==> config.mk <==
export PLATFORM = sky130hd
export DESIGN_NAME = hms_halt_ctrl
export DESIGN_NICKNAME = d
export VERILOG_FILES = /design/src/hms_pkg.sv /design/src/hms_halt_ctrl.sv
export SDC_FILE = /design/constraint.sdc
export NUM_CORES = 1
export LEC_CHECK = 0
export BUFFER_PORTS_ARGS = -buffer_cell sky130_fd_sc_hd__buf_2
export CAP_MARGIN = 20
export CORE_MARGIN = 2
export CORE_UTILIZATION = 46
export DETAILED_ROUTE_END_ITERATION = 10
export HOLD_SLACK_MARGIN = 0.02
export PLACE_DENSITY = 0.91
export SLEW_MARGIN = 0
export SYNTH_ARGS = -nofsm -noshare
export SYNTH_HDL_FRONTEND = slang
export SYNTH_SLANG_ARGS = --single-unit
export TNS_END_PERCENT = 1
==> constraint.sdc <==
create_clock -name pclk -period 2.45 [get_ports pclk]
set_input_delay 0.245 -clock pclk [delete_from_list [all_inputs] [get_ports pclk]]
set_output_delay 0.245 -clock pclk [all_outputs]
set_load 0.005 [all_outputs]
==> src/hms_pkg.sv <==
// Constants and types for the halt-mode sleep controller
package hms_pkg;

  // Register byte offsets
  localparam logic [7:0] CLKSEL_OFS      = 8'h00;
  localparam logic [7:0] IRQ_MASK_OFS    = 8'h04;
  localparam logic [7:0] STATUS_OFS      = 8'h08;
  localparam logic [7:0] PORT_LATCH_OFS  = 8'h0c;

  // Clock select field positions
  localparam int unsigned CS_T4_EXT_BIT   = 0;
  localparam int unsigned CS_T8_EXT_LSB   = 1;
  localparam int unsigned CS_WATCH_SUB    = 4;
  localparam int unsigned CS_CLKOUT_SUB   = 5;
  localparam int unsigned CS_LCD_SUB      = 6;
  localparam int unsigned CS_WIDTH        = 7;

  // Status field positions
  localparam int unsigned ST_STATE_LSB    = 0;
  localparam int unsigned ST_LAST_VEC_BIT = 4;
  localparam int unsigned ST_LAST_NMI_BIT = 5;

  // Reset values
  localparam logic [6:0] CLKSEL_RESET     = 7'h00;
  localparam logic [7:0] IRQ_MASK_RESET   = 8'hff;
  localparam logic [7:0] PORT_LATCH_RESET = 8'h00;

  // Wake-up waits in CPU clocks, counted after the release cycle
  localparam logic [3:0] VEC_WAIT_CYCLES  = 4'h8;
  localparam logic [3:0] RES_WAIT_CYCLES  = 4'h2;

  localparam int unsigned NUM_IRQ         = 8;
  localparam int unsigned NUM_T8          = 3;

  typedef enum logic [3:0] {
    ST_RUN      = 4'b0001,
    ST_HALT     = 4'b0010,
    ST_WAIT_VEC = 4'b0100,
    ST_WAIT_RES = 4'b1000
  } hms_state_e;

  // Run enables for the peripherals
  typedef struct packed {
    logic           timer16a;
    logic           timer16b;
    logic [2:0]     timer8;
    logic           watch;
    logic           clkout;
    logic           lcd;
  } hms_periph_run_s;

  // Wake-up outcome towards the CPU core
  typedef struct packed {
    logic           vector;
    logic           resume;
    logic           from_nmi;
  } hms_wake_s;

endpackage : hms_pkg

==> src/hms_halt_ctrl.sv <==
// Halt-mode sleep controller with APB register access
//
// The placing of the registers and the APB slave port were left to the implementer.
`timescale 1ns/10ps

// Behaviour
// Halt instruction enters halt on either clock
// Halt gates CPU clock, oscillators keep running
// Port output latches hold during halt
// Timer16a stops only halted sub, main off
// Timer16b needs ext pin when main off
// 8-bit timers need ext pin halted sub-only
// Watch timer needs main/256 when halted, main on
// Watch, clkout, LCD need sub clock sub-only
// Unmasked maskable request releases halt
// Acknowledge enabled: vector to service routine
// Acknowledge disabled: resume at next instruction
// Vectored wake waits eight or nine clocks
// Resume wake waits two or three clocks
// Non-maskable request always releases and vectors
// Only interrupt, non-maskable, reset release halt
// Reset releases halt, starts at reset vector
// Pending unmasked request cancels halt at once
module hms_halt_ctrl
  import hms_pkg::*;
(
  input  wire logic                  pclk,
  input  wire logic                  presetn,
  input  wire logic                  psel,
  input  wire logic                  penable,
  input  wire logic                  pwrite,
  input  wire logic [7:0]            paddr,
  input  wire logic [31:0]           pwdata,
  output logic                       pready,
  output logic                       pslverr,
  output logic [31:0]                prdata,
  input  wire logic                  halt_exec,
  input  wire logic                  cpu_on_sub,
  input  wire logic                  main_osc_on,
  input  wire logic [NUM_IRQ-1:0]    irq_req,
  input  wire logic                  nmi_req,
  input  wire logic                  int_ack_en,
  input  wire logic                  timer4_ext_count_pin,
  input  wire logic [NUM_T8-1:0]     timer8_ext_count_pin,
  output logic                       cpu_clk_en,
  output logic                       halted,
  output logic                       main_osc_en,
  output logic                       sub_osc_en,
  output hms_wake_s                  wake,
  output logic                       reset_vector_go,
  output hms_periph_run_s            periph_run,
  output logic [7:0]                 port_out
);

  hms_state_e               state_reg;
  logic [3:0]               wait_cnt_reg;
  logic [CS_WIDTH-1:0]      clksel_reg;
  logic [NUM_IRQ-1:0]       irq_mask_reg;
  logic [7:0]               port_latch_reg;
  logic                     last_vec_reg;
  logic                     last_nmi_reg;
  logic                     reset_seen_reg;
  hms_wake_s                wake_reg;
  logic [31:0]              prdata_reg;
  logic                     irq_pending;
  logic                     wake_vec;
  logic                     any_wake;
  logic                     sub_only;
  logic                     apb_wr;
  logic                     apb_setup;
  logic                     addr_ok;
  logic [NUM_T8-1:0]        t8_run;

  // Wake sources: unmasked irq, non-maskable irq; reset is async
  assign irq_pending = |(irq_req & ~irq_mask_reg);
  assign any_wake    = irq_pending | nmi_req;
  assign wake_vec    = nmi_req | int_ack_en;

  // Main state machine
  always_ff @(posedge pclk or negedge presetn) begin
    if (!presetn) begin
      state_reg    <= ST_RUN;
      wait_cnt_reg <= 4'h0;
    end else begin
      unique case (state_reg)
        ST_RUN: begin
          if (halt_exec) begin
            if (any_wake) begin
              state_reg    <= wake_vec ? ST_WAIT_VEC : ST_WAIT_RES;
              wait_cnt_reg <= wake_vec ? VEC_WAIT_CYCLES - 4'h1
                                       : RES_WAIT_CYCLES - 4'h1;
            end else begin
              state_reg    <= ST_HALT;
            end
          end
        end
        ST_HALT: begin
          if (any_wake) begin
            state_reg    <= wake_vec ? ST_WAIT_VEC : ST_WAIT_RES;
            wait_cnt_reg <= wake_vec ? VEC_WAIT_CYCLES - 4'h1
                                     : RES_WAIT_CYCLES - 4'h1;
          end
        end
        ST_WAIT_VEC, ST_WAIT_RES: begin
          if (wait_cnt_reg == 4'h0) begin
            state_reg <= ST_RUN;
          end else begin
            wait_cnt_reg <= wait_cnt_reg - 4'h1;
          end
        end
      endcase
    end
  end

  // Wake outcome pulse in the first running cycle
  always_ff @(posedge pclk or negedge presetn) begin
    if (!presetn) begin
      wake_reg     <= '0;
      last_vec_reg <= 1'b0;
      last_nmi_reg <= 1'b0;
    end else begin
      wake_reg <= '0;
      if ((state_reg == ST_RUN && halt_exec && any_wake) ||
          (state_reg == ST_HALT && any_wake)) begin
        last_vec_reg <= wake_vec;
        last_nmi_reg <= nmi_req;
      end
      if (state_reg == ST_WAIT_VEC && wait_cnt_reg == 4'h0) begin
        wake_reg.vector   <= 1'b1;
        wake_reg.from_nmi <= last_nmi_reg;
      end
      if (state_reg == ST_WAIT_RES && wait_cnt_reg == 4'h0) begin
        wake_reg.resume   <= 1'b1;
      end
    end
  end

  // Reset-vector start: high during reset and for the first cycle after reset release
  always_ff @(posedge pclk or negedge presetn) begin
    if (!presetn) begin
      reset_seen_reg <= 1'b0;
    end else begin
      reset_seen_reg <= 1'b1;
    end
  end

  assign reset_vector_go = ~reset_seen_reg;
  assign wake            = wake_reg;
  assign cpu_clk_en      = (state_reg == ST_RUN);
  assign halted          = (state_reg == ST_HALT);
  assign main_osc_en     = 1'b1;
  assign sub_osc_en      = 1'b1;

  // Peripheral run enables
  assign sub_only = ~cpu_clk_en & cpu_on_sub & ~main_osc_on;

  always_comb begin
    periph_run.timer16a = ~sub_only;
    periph_run.timer16b = main_osc_on |
                          clksel_reg[CS_T4_EXT_BIT];
    periph_run.timer8   = t8_run;
    periph_run.watch    = main_osc_on
                          ? (cpu_clk_en | ~clksel_reg[CS_WATCH_SUB])
                          : clksel_reg[CS_WATCH_SUB];
    periph_run.clkout   = ~sub_only | clksel_reg[CS_CLKOUT_SUB];
    periph_run.lcd      = ~sub_only | clksel_reg[CS_LCD_SUB];
  end

  for (genvar i = 0; i < NUM_T8; i++) begin : g_t8
    assign t8_run[i] = ~sub_only |
                       clksel_reg[CS_T8_EXT_LSB + i];
  end

  // APB slave
  assign apb_setup = psel & ~penable;
  assign apb_wr    = psel & penable & pwrite & addr_ok;
  assign pready    = 1'b1;
  assign addr_ok   = (paddr == CLKSEL_OFS) || (paddr == IRQ_MASK_OFS) ||
                     (paddr == STATUS_OFS) || (paddr == PORT_LATCH_OFS);
  assign pslverr   = psel & penable & ~addr_ok;
  assign prdata    = prdata_reg;

  always_ff @(posedge pclk or negedge presetn) begin
    if (!presetn) begin
      clksel_reg   <= CLKSEL_RESET;
      irq_mask_reg <= IRQ_MASK_RESET;
    end else if (apb_wr) begin
      if (paddr == CLKSEL_OFS) begin
        clksel_reg <= pwdata[CS_WIDTH-1:0];
      end
      if (paddr == IRQ_MASK_OFS) begin
        irq_mask_reg <= pwdata[NUM_IRQ-1:0];
      end
    end
  end

  // Port latch: writes only while the CPU runs
  always_ff @(posedge pclk or negedge presetn) begin
    if (!presetn) begin
      port_latch_reg <= PORT_LATCH_RESET;
    end else if (apb_wr && paddr == PORT_LATCH_OFS && cpu_clk_en) begin
      port_latch_reg <= pwdata[7:0];
    end
  end

  assign port_out = port_latch_reg;

  // Read data captured in the setup cycle
  always_ff @(posedge pclk or negedge presetn) begin
    if (!presetn) begin
      prdata_reg <= 32'h0000_0000;
    end else if (apb_setup) begin
      prdata_reg <= 32'h0000_0000;
      unique case (paddr)
        CLKSEL_OFS:     prdata_reg[CS_WIDTH-1:0] <= clksel_reg;
        IRQ_MASK_OFS:   prdata_reg[NUM_IRQ-1:0]  <= irq_mask_reg;
        STATUS_OFS: begin
          prdata_reg[ST_STATE_LSB +: 4]   <= state_reg;
          prdata_reg[ST_LAST_VEC_BIT]     <= last_vec_reg;
          prdata_reg[ST_LAST_NMI_BIT]     <= last_nmi_reg;
        end
        PORT_LATCH_OFS: prdata_reg[7:0]          <= port_latch_reg;
        default:        prdata_reg               <= 32'h0000_0000;
      endcase
    end
  end
endmodule : hms_halt_ctrl

# After elaboration in Yosys (flattened, before gate mapping)
# Cells that the tools add are included.
dict set report op_classes {
  addsub 1
  n_eq_ne 11
  mux 18
  bitwise_logic 25
  reduce_logical 19
}
# cell n
set ops {}
lappend ops {{two-way mux 4 bit} 8}
lappend ops {{case mux 4 bit (3 select lines)} 2}
lappend ops {{case mux 6 bit (4 select lines)} 1}
lappend ops {{equality test 8 x 4 -> 1 bit (second input constant)} 2}
lappend ops {{OR 1 bit} 9}
lappend ops {{AND 8 bit} 1}
lappend ops {{equality test 8 x 3 -> 1 bit (second input constant)} 1}
lappend ops {{zero test 8 bit} 1}
lappend ops {{inverter 8 bit} 1}
lappend ops {{OR reduction 8 bit} 1}
lappend ops {{AND 1 bit} 7}
lappend ops {{logical AND 1 bit} 7}
lappend ops {{inverter 1 bit} 7}
lappend ops {{inequality test 2 bit (second input constant)} 3}
lappend ops {{AND reduction 2 bit} 3}
lappend ops {{equality test 4 x 1 -> 1 bit (second input constant)} 1}
lappend ops {{equality test 4 x 2 -> 1 bit (second input constant)} 1}
lappend ops {{equality test 4 x 3 -> 1 bit (second input constant)} 1}
lappend ops {{equality test 4 bit (second input constant)} 1}
lappend ops {{zero test 4 bit} 1}
lappend ops {{logical OR 1 bit} 4}
lappend ops {{two-way mux 1 bit} 4}
lappend ops {{subtractor 4 x 1 -> 4 bit (second input constant)} 1}
lappend ops {{two-way mux 3 bit} 1}
lappend ops {{5 further kinds} 5}
dict set report totals {
  ff_bits 45
  in_bits 62
  out_inout_bits 58
  wordCells 86
}

# Depth between registers and ports, before layout
dict set report depth {
  ltp_word 7
  mapped_depth 6
  depth_no_buf 6
}

# Worst setup path before layout
# No wires, ideal clock.
dict set report synth_timing {
  path_kind {reg2reg}
  start {register irq_mask_reg[2]}
  end {register wait_cnt_reg[0]}
  setup_ps 138
  arrival_ps 1768
  t_required_ps 2312
  setup_slack_ps 544
  stages_incl_launch_ff 6
  path_buffers 0
  synth_period_minus_slack_ps 1906
  cell_sequence {dfstp_2 -> nor2b_1 -> or4_4 -> or4_4 -> o21ai_2 -> a22oi_1}
}
dict set report synth_between {
  elab_chain_cells 7
}
# item line
set synth_rtl {}
lappend synth_rtl {{start: declaration} hms_halt_ctrl.sv:58} ;# logic [NUM_IRQ-1:0] irq_mask_reg;
lappend synth_rtl {{start signal: assignment} hms_halt_ctrl.sv:192} ;# irq_mask_reg <= pwdata[NUM_IRQ-1:0];
lappend synth_rtl {{inverter 8 bit *} hms_halt_ctrl.sv:75} ;# assign irq_pending = |(irq_req & ~irq_mask_reg);
lappend synth_rtl {{AND 8 bit *} hms_halt_ctrl.sv:75}
lappend synth_rtl {{OR reduction 8 bit *} hms_halt_ctrl.sv:75}
lappend synth_rtl {{OR 1 bit *} hms_halt_ctrl.sv:76} ;# assign any_wake = irq_pending | nmi_req;
lappend synth_rtl {{two-way mux 4 bit *} n/a}
lappend synth_rtl {{two-way mux 4 bit} n/a}
lappend synth_rtl {{case mux 4 bit (3 select lines) *} n/a}
lappend synth_rtl {{end signal: assignment} hms_halt_ctrl.sv:90} ;# wait_cnt_reg <= wake_vec ? VEC_WAIT_CYCLES - 4'h1
lappend synth_rtl {{end signal: assignment} hms_halt_ctrl.sv:100} ;# wait_cnt_reg <= wake_vec ? VEC_WAIT_CYCLES - 4'h1
lappend synth_rtl {{end signal: assignment} hms_halt_ctrl.sv:108} ;# wait_cnt_reg <= wait_cnt_reg - 4'h1;
lappend synth_rtl {{end: declaration} hms_halt_ctrl.sv:56} ;# logic [3:0] wait_cnt_reg;
# Mark *: on every way between the ends. The rest lies on a longest branch, timed or not. The select of a mux whose other input is x is not followed.
# A chain may end at the register's enable or synchronous reset.

# Final worst setup path
# Ends and elaborated chain as after synthesis.

==> results.md <==
* Via count of the first global-routing pass at 1879
* Pin count of the biggest net entering global routing at 46
* Post-synth top area share at 0.359
* Initial antenna violation count at 0
* First-pass GRT wire length at 8830 um
* Cells after synthesis at approximately 240
* Iteration-0 DRC Markers at 129
* Die width at between 70 and 80 um
* Register area at 0.00114 sq mm
* Async set or reset register ratio after synthesis at 1.00
* Largest cells by area after synthesis: dfrtp_1 36%, mux2_2 14%, dfstp_2 9.4%, buf_4 8.1%, nand2_1 2.2%
* Setup TNS at 0 ns
* Post-DP HPWL at 4170 um
* HP Class: in2async
* Inserted Diodes at 0
* Hold WS at 0.0967 ns
* Worst-Margin Slew at between 0.9 and 1 ns
* CTS tree: yes
* Finished Layout Cells at 374
* CP Launch Type: flop
* Crit Path Class: reg2reg
* Synth Register Bits at 45
* Buffers and inverters on the worst path at 0
* Nets at between 300 and 400
* GRT Resource Usage Total at 0.186
* DRT antenna net count at 0
* WL final at 5440 um
* Internal power at 1.34 mW
* P_sw at 607 uW
* Clock-pin slew on the worst setup and hold paths at around 0.080 ns
* Fill count at 443
* DR vias at 1956
* DP Cell Count at 366
* Synth cell types at between 40 and 50
* VDD IR max at 0.472 mV
* Top layer in use: met4
* Crit-path cells: nor2b_1 > or4_4 > or4_4 > o21ai_2 > a22oi_1
* Total gr overflow at 0
* Tcrit/Tclk final at 0.814
* Die ar. at between 0.006 and 0.007 sq mm
* Met3 Routed Length at 334 um
* Placed Area at 0.00281 sq mm
* Clock Tree Buf Depth at 2
* Synth Cell Area at 0.00251 sq mm
* Post-CTS Resized at 0
* Multi-input gate area at between 0.001 and 0.0015 sq mm
* Boundary Pins at 120
* Core area at 0.00517 sq mm
* CP Capture Type: flop
* Max-cap violations at 0
* Reg power frac at 0.464
* Most frequent CP cell: or4_4
* Vias per std cell at 5.23
* H-tree depth at 2
* # hold bufs at CTS at 0
* Die Height at between 70 and 80 um
* RSZ-0062 raised after global routing: no
* PortBufs at 64
* Layout cell share with drive strength beyond 1 at 0.421
* Clk sinks at 45
* Synth cell count leaders: 36 x dfrtp_1, 31 x mux2_2, 27 x buf_4
* Final Slew Violations at 0
* Pwr Density at 665 mW/mm^2
* Critical-path top delay cell: dfstp_2
* Syn_area_per_cell at roughly 11 sq um
* CTS root buffer: clkbuf_8
* Ys Warns at 0
* Post-Route M1 WL at 2280 um
* WL/cell at 14.6 um
* Combinational Power Share at 0.246
* LEAKAGE at about 1.5 nW
* Final setup vio count at 0
* Initial Util at 0.485
* Final hold violation count at 0
* Max stage delay on crit path at 0.55 ns
* Post-synthesis sequential area ratio at 0.453
* Area leader, netlist: dfrtp_1
* EDFF count, synth at 0
* Crit path DAT at ~2.2 ns
* Residual DRC at 0
* Post-CTS Setup Bufs at 0
* GP Congestion at 0.822
* Max Fclk at between 500 and 600 MHz
* CP max FO at 3
* Status: finished clean
* Worst relative slew slack at 0.343
* Critical Path RT at 2.62 ns
* Clk_lat worst skew at 0.30 ns
* Tmin final at approximately 2 ns
* Leading cell type by number of instances after synthesis: dfrtp_1
* Delay-heaviest family, CP: simple AND/OR/NAND/NOR gates
* Top FF cell, synth: dfrtp_1
* Clk pwr share at 0.290
* Met2 wire length at roughly 2700 um
* First drt pass iteration count at 4
* Sw frac at 0.312
* Area Growth Syn to Fin at 16.6%
* Num rows at 26
* Clk_skew at 0.0124 ns
* TritonCTS Buffers at 5
* Final instance area at 0.00293 sq mm
-- power groups by stage --
stage / clock [mW] / combinational [mW] / sequential, mW
after floorplan: 0 / 0.373 / 0.891
after global routing: 0.598 / 0.535 / 0.914
after CTS: 0.573 / 0.480 / 0.899
final: 0.565 / 0.478 / 0.902
after global placement: 0 / 0.451 / 0.907
after detailed placement: 0 / 0.476 / 0.915
-- final timing paths --
path                       slack (ns)                           to  cells after the start                        start
max                              0.46  wait_cnt_reg[0]$_DFFE_PN0P_                      5  irq_mask_reg[2]$_DFFE_PN1P_
min                               0.1  wait_cnt_reg[0]$_DFFE_PN0P_                      1                      presetn
max reg2reg                      0.46  wait_cnt_reg[0]$_DFFE_PN0P_                      5  irq_mask_reg[2]$_DFFE_PN1P_
min reg2reg                      0.49        prdata[6]$_DFFE_PN0P_                      2        prdata[6]$_DFFE_PN0P_
max in group asynchronous        1.74     last_nmi_reg$_DFFE_PN0P_                      1                      presetn
min in group pclk                0.19    clksel_reg[1]$_DFFE_PN0P_                      2                    pwdata[1]
-- metal layers --
metal | GRT usage | vias to the layer above
met2 | 0.304 | 73
met4 | 0.0946 | 0
li1 | - | 918
met3 | 0.0500 | 13
met1 | 0.226 | 952
met5 | 0 | -
-- logic make-up (layout without fill, tap and decap cells) --
logic type / Yosys count / after routing / synth area share
AOI/OAI and AO/OA: 39 / 39 / 0.106
DFF: 45 / 45 / 0.453
buffers and inverters: 41 / 84 / 0.102
and+or+nand+nor: 74 / 74 / 0.184
muxes: 32 / 32 / 0.143
other: 2 / 28 / 0.00299
xor gates and xnor gates: 1 / 1 / 0.00349
adders and majority gates: 1 / 1 / 0.00499
-- area by class of cell --
type                       instances  share of cell area
tap                               70              0.0299
sequential                        45               0.389
clock buffer                       6              0.0248
timing repair buffer              67               0.117
multi-input combinational        175               0.414
clock inverter                     2              0.0133
inverter                           9              0.0115
-- layout by cell type (no fill, tap or decap), types with 4 or more instances in the layout --
cell type	netlist	layout
buf_2	1	64
dfrtp_1	36	36
mux2_2	31	31
conb_1	2	28
nor2_1	15	15
nand2_1	15	15
inv_1	9	9
nand2b_1	9	9
a21oi_1	9	9
dfstp_2	9	9
o21ai_0	8	8
nor2b_1	6	6
nor3_1	5	5
clkbuf_8	0	5
nand3_1	4	4
a31oi_1	4	4
-- metrics by stage --
step	util	setup WS (ns)	total power, mW
3_3_place_gp	0.544	0.471	1.36
5_1_grt	0.566	0.389	2.05
3_5_place_dp	0.544	0.425	1.39
6_report	0.566	0.456	1.94
2_1_floorplan	-	0.544	1.26
4_1_cts	0.566	0.456	1.95
(Power assumes the default switching activity.)
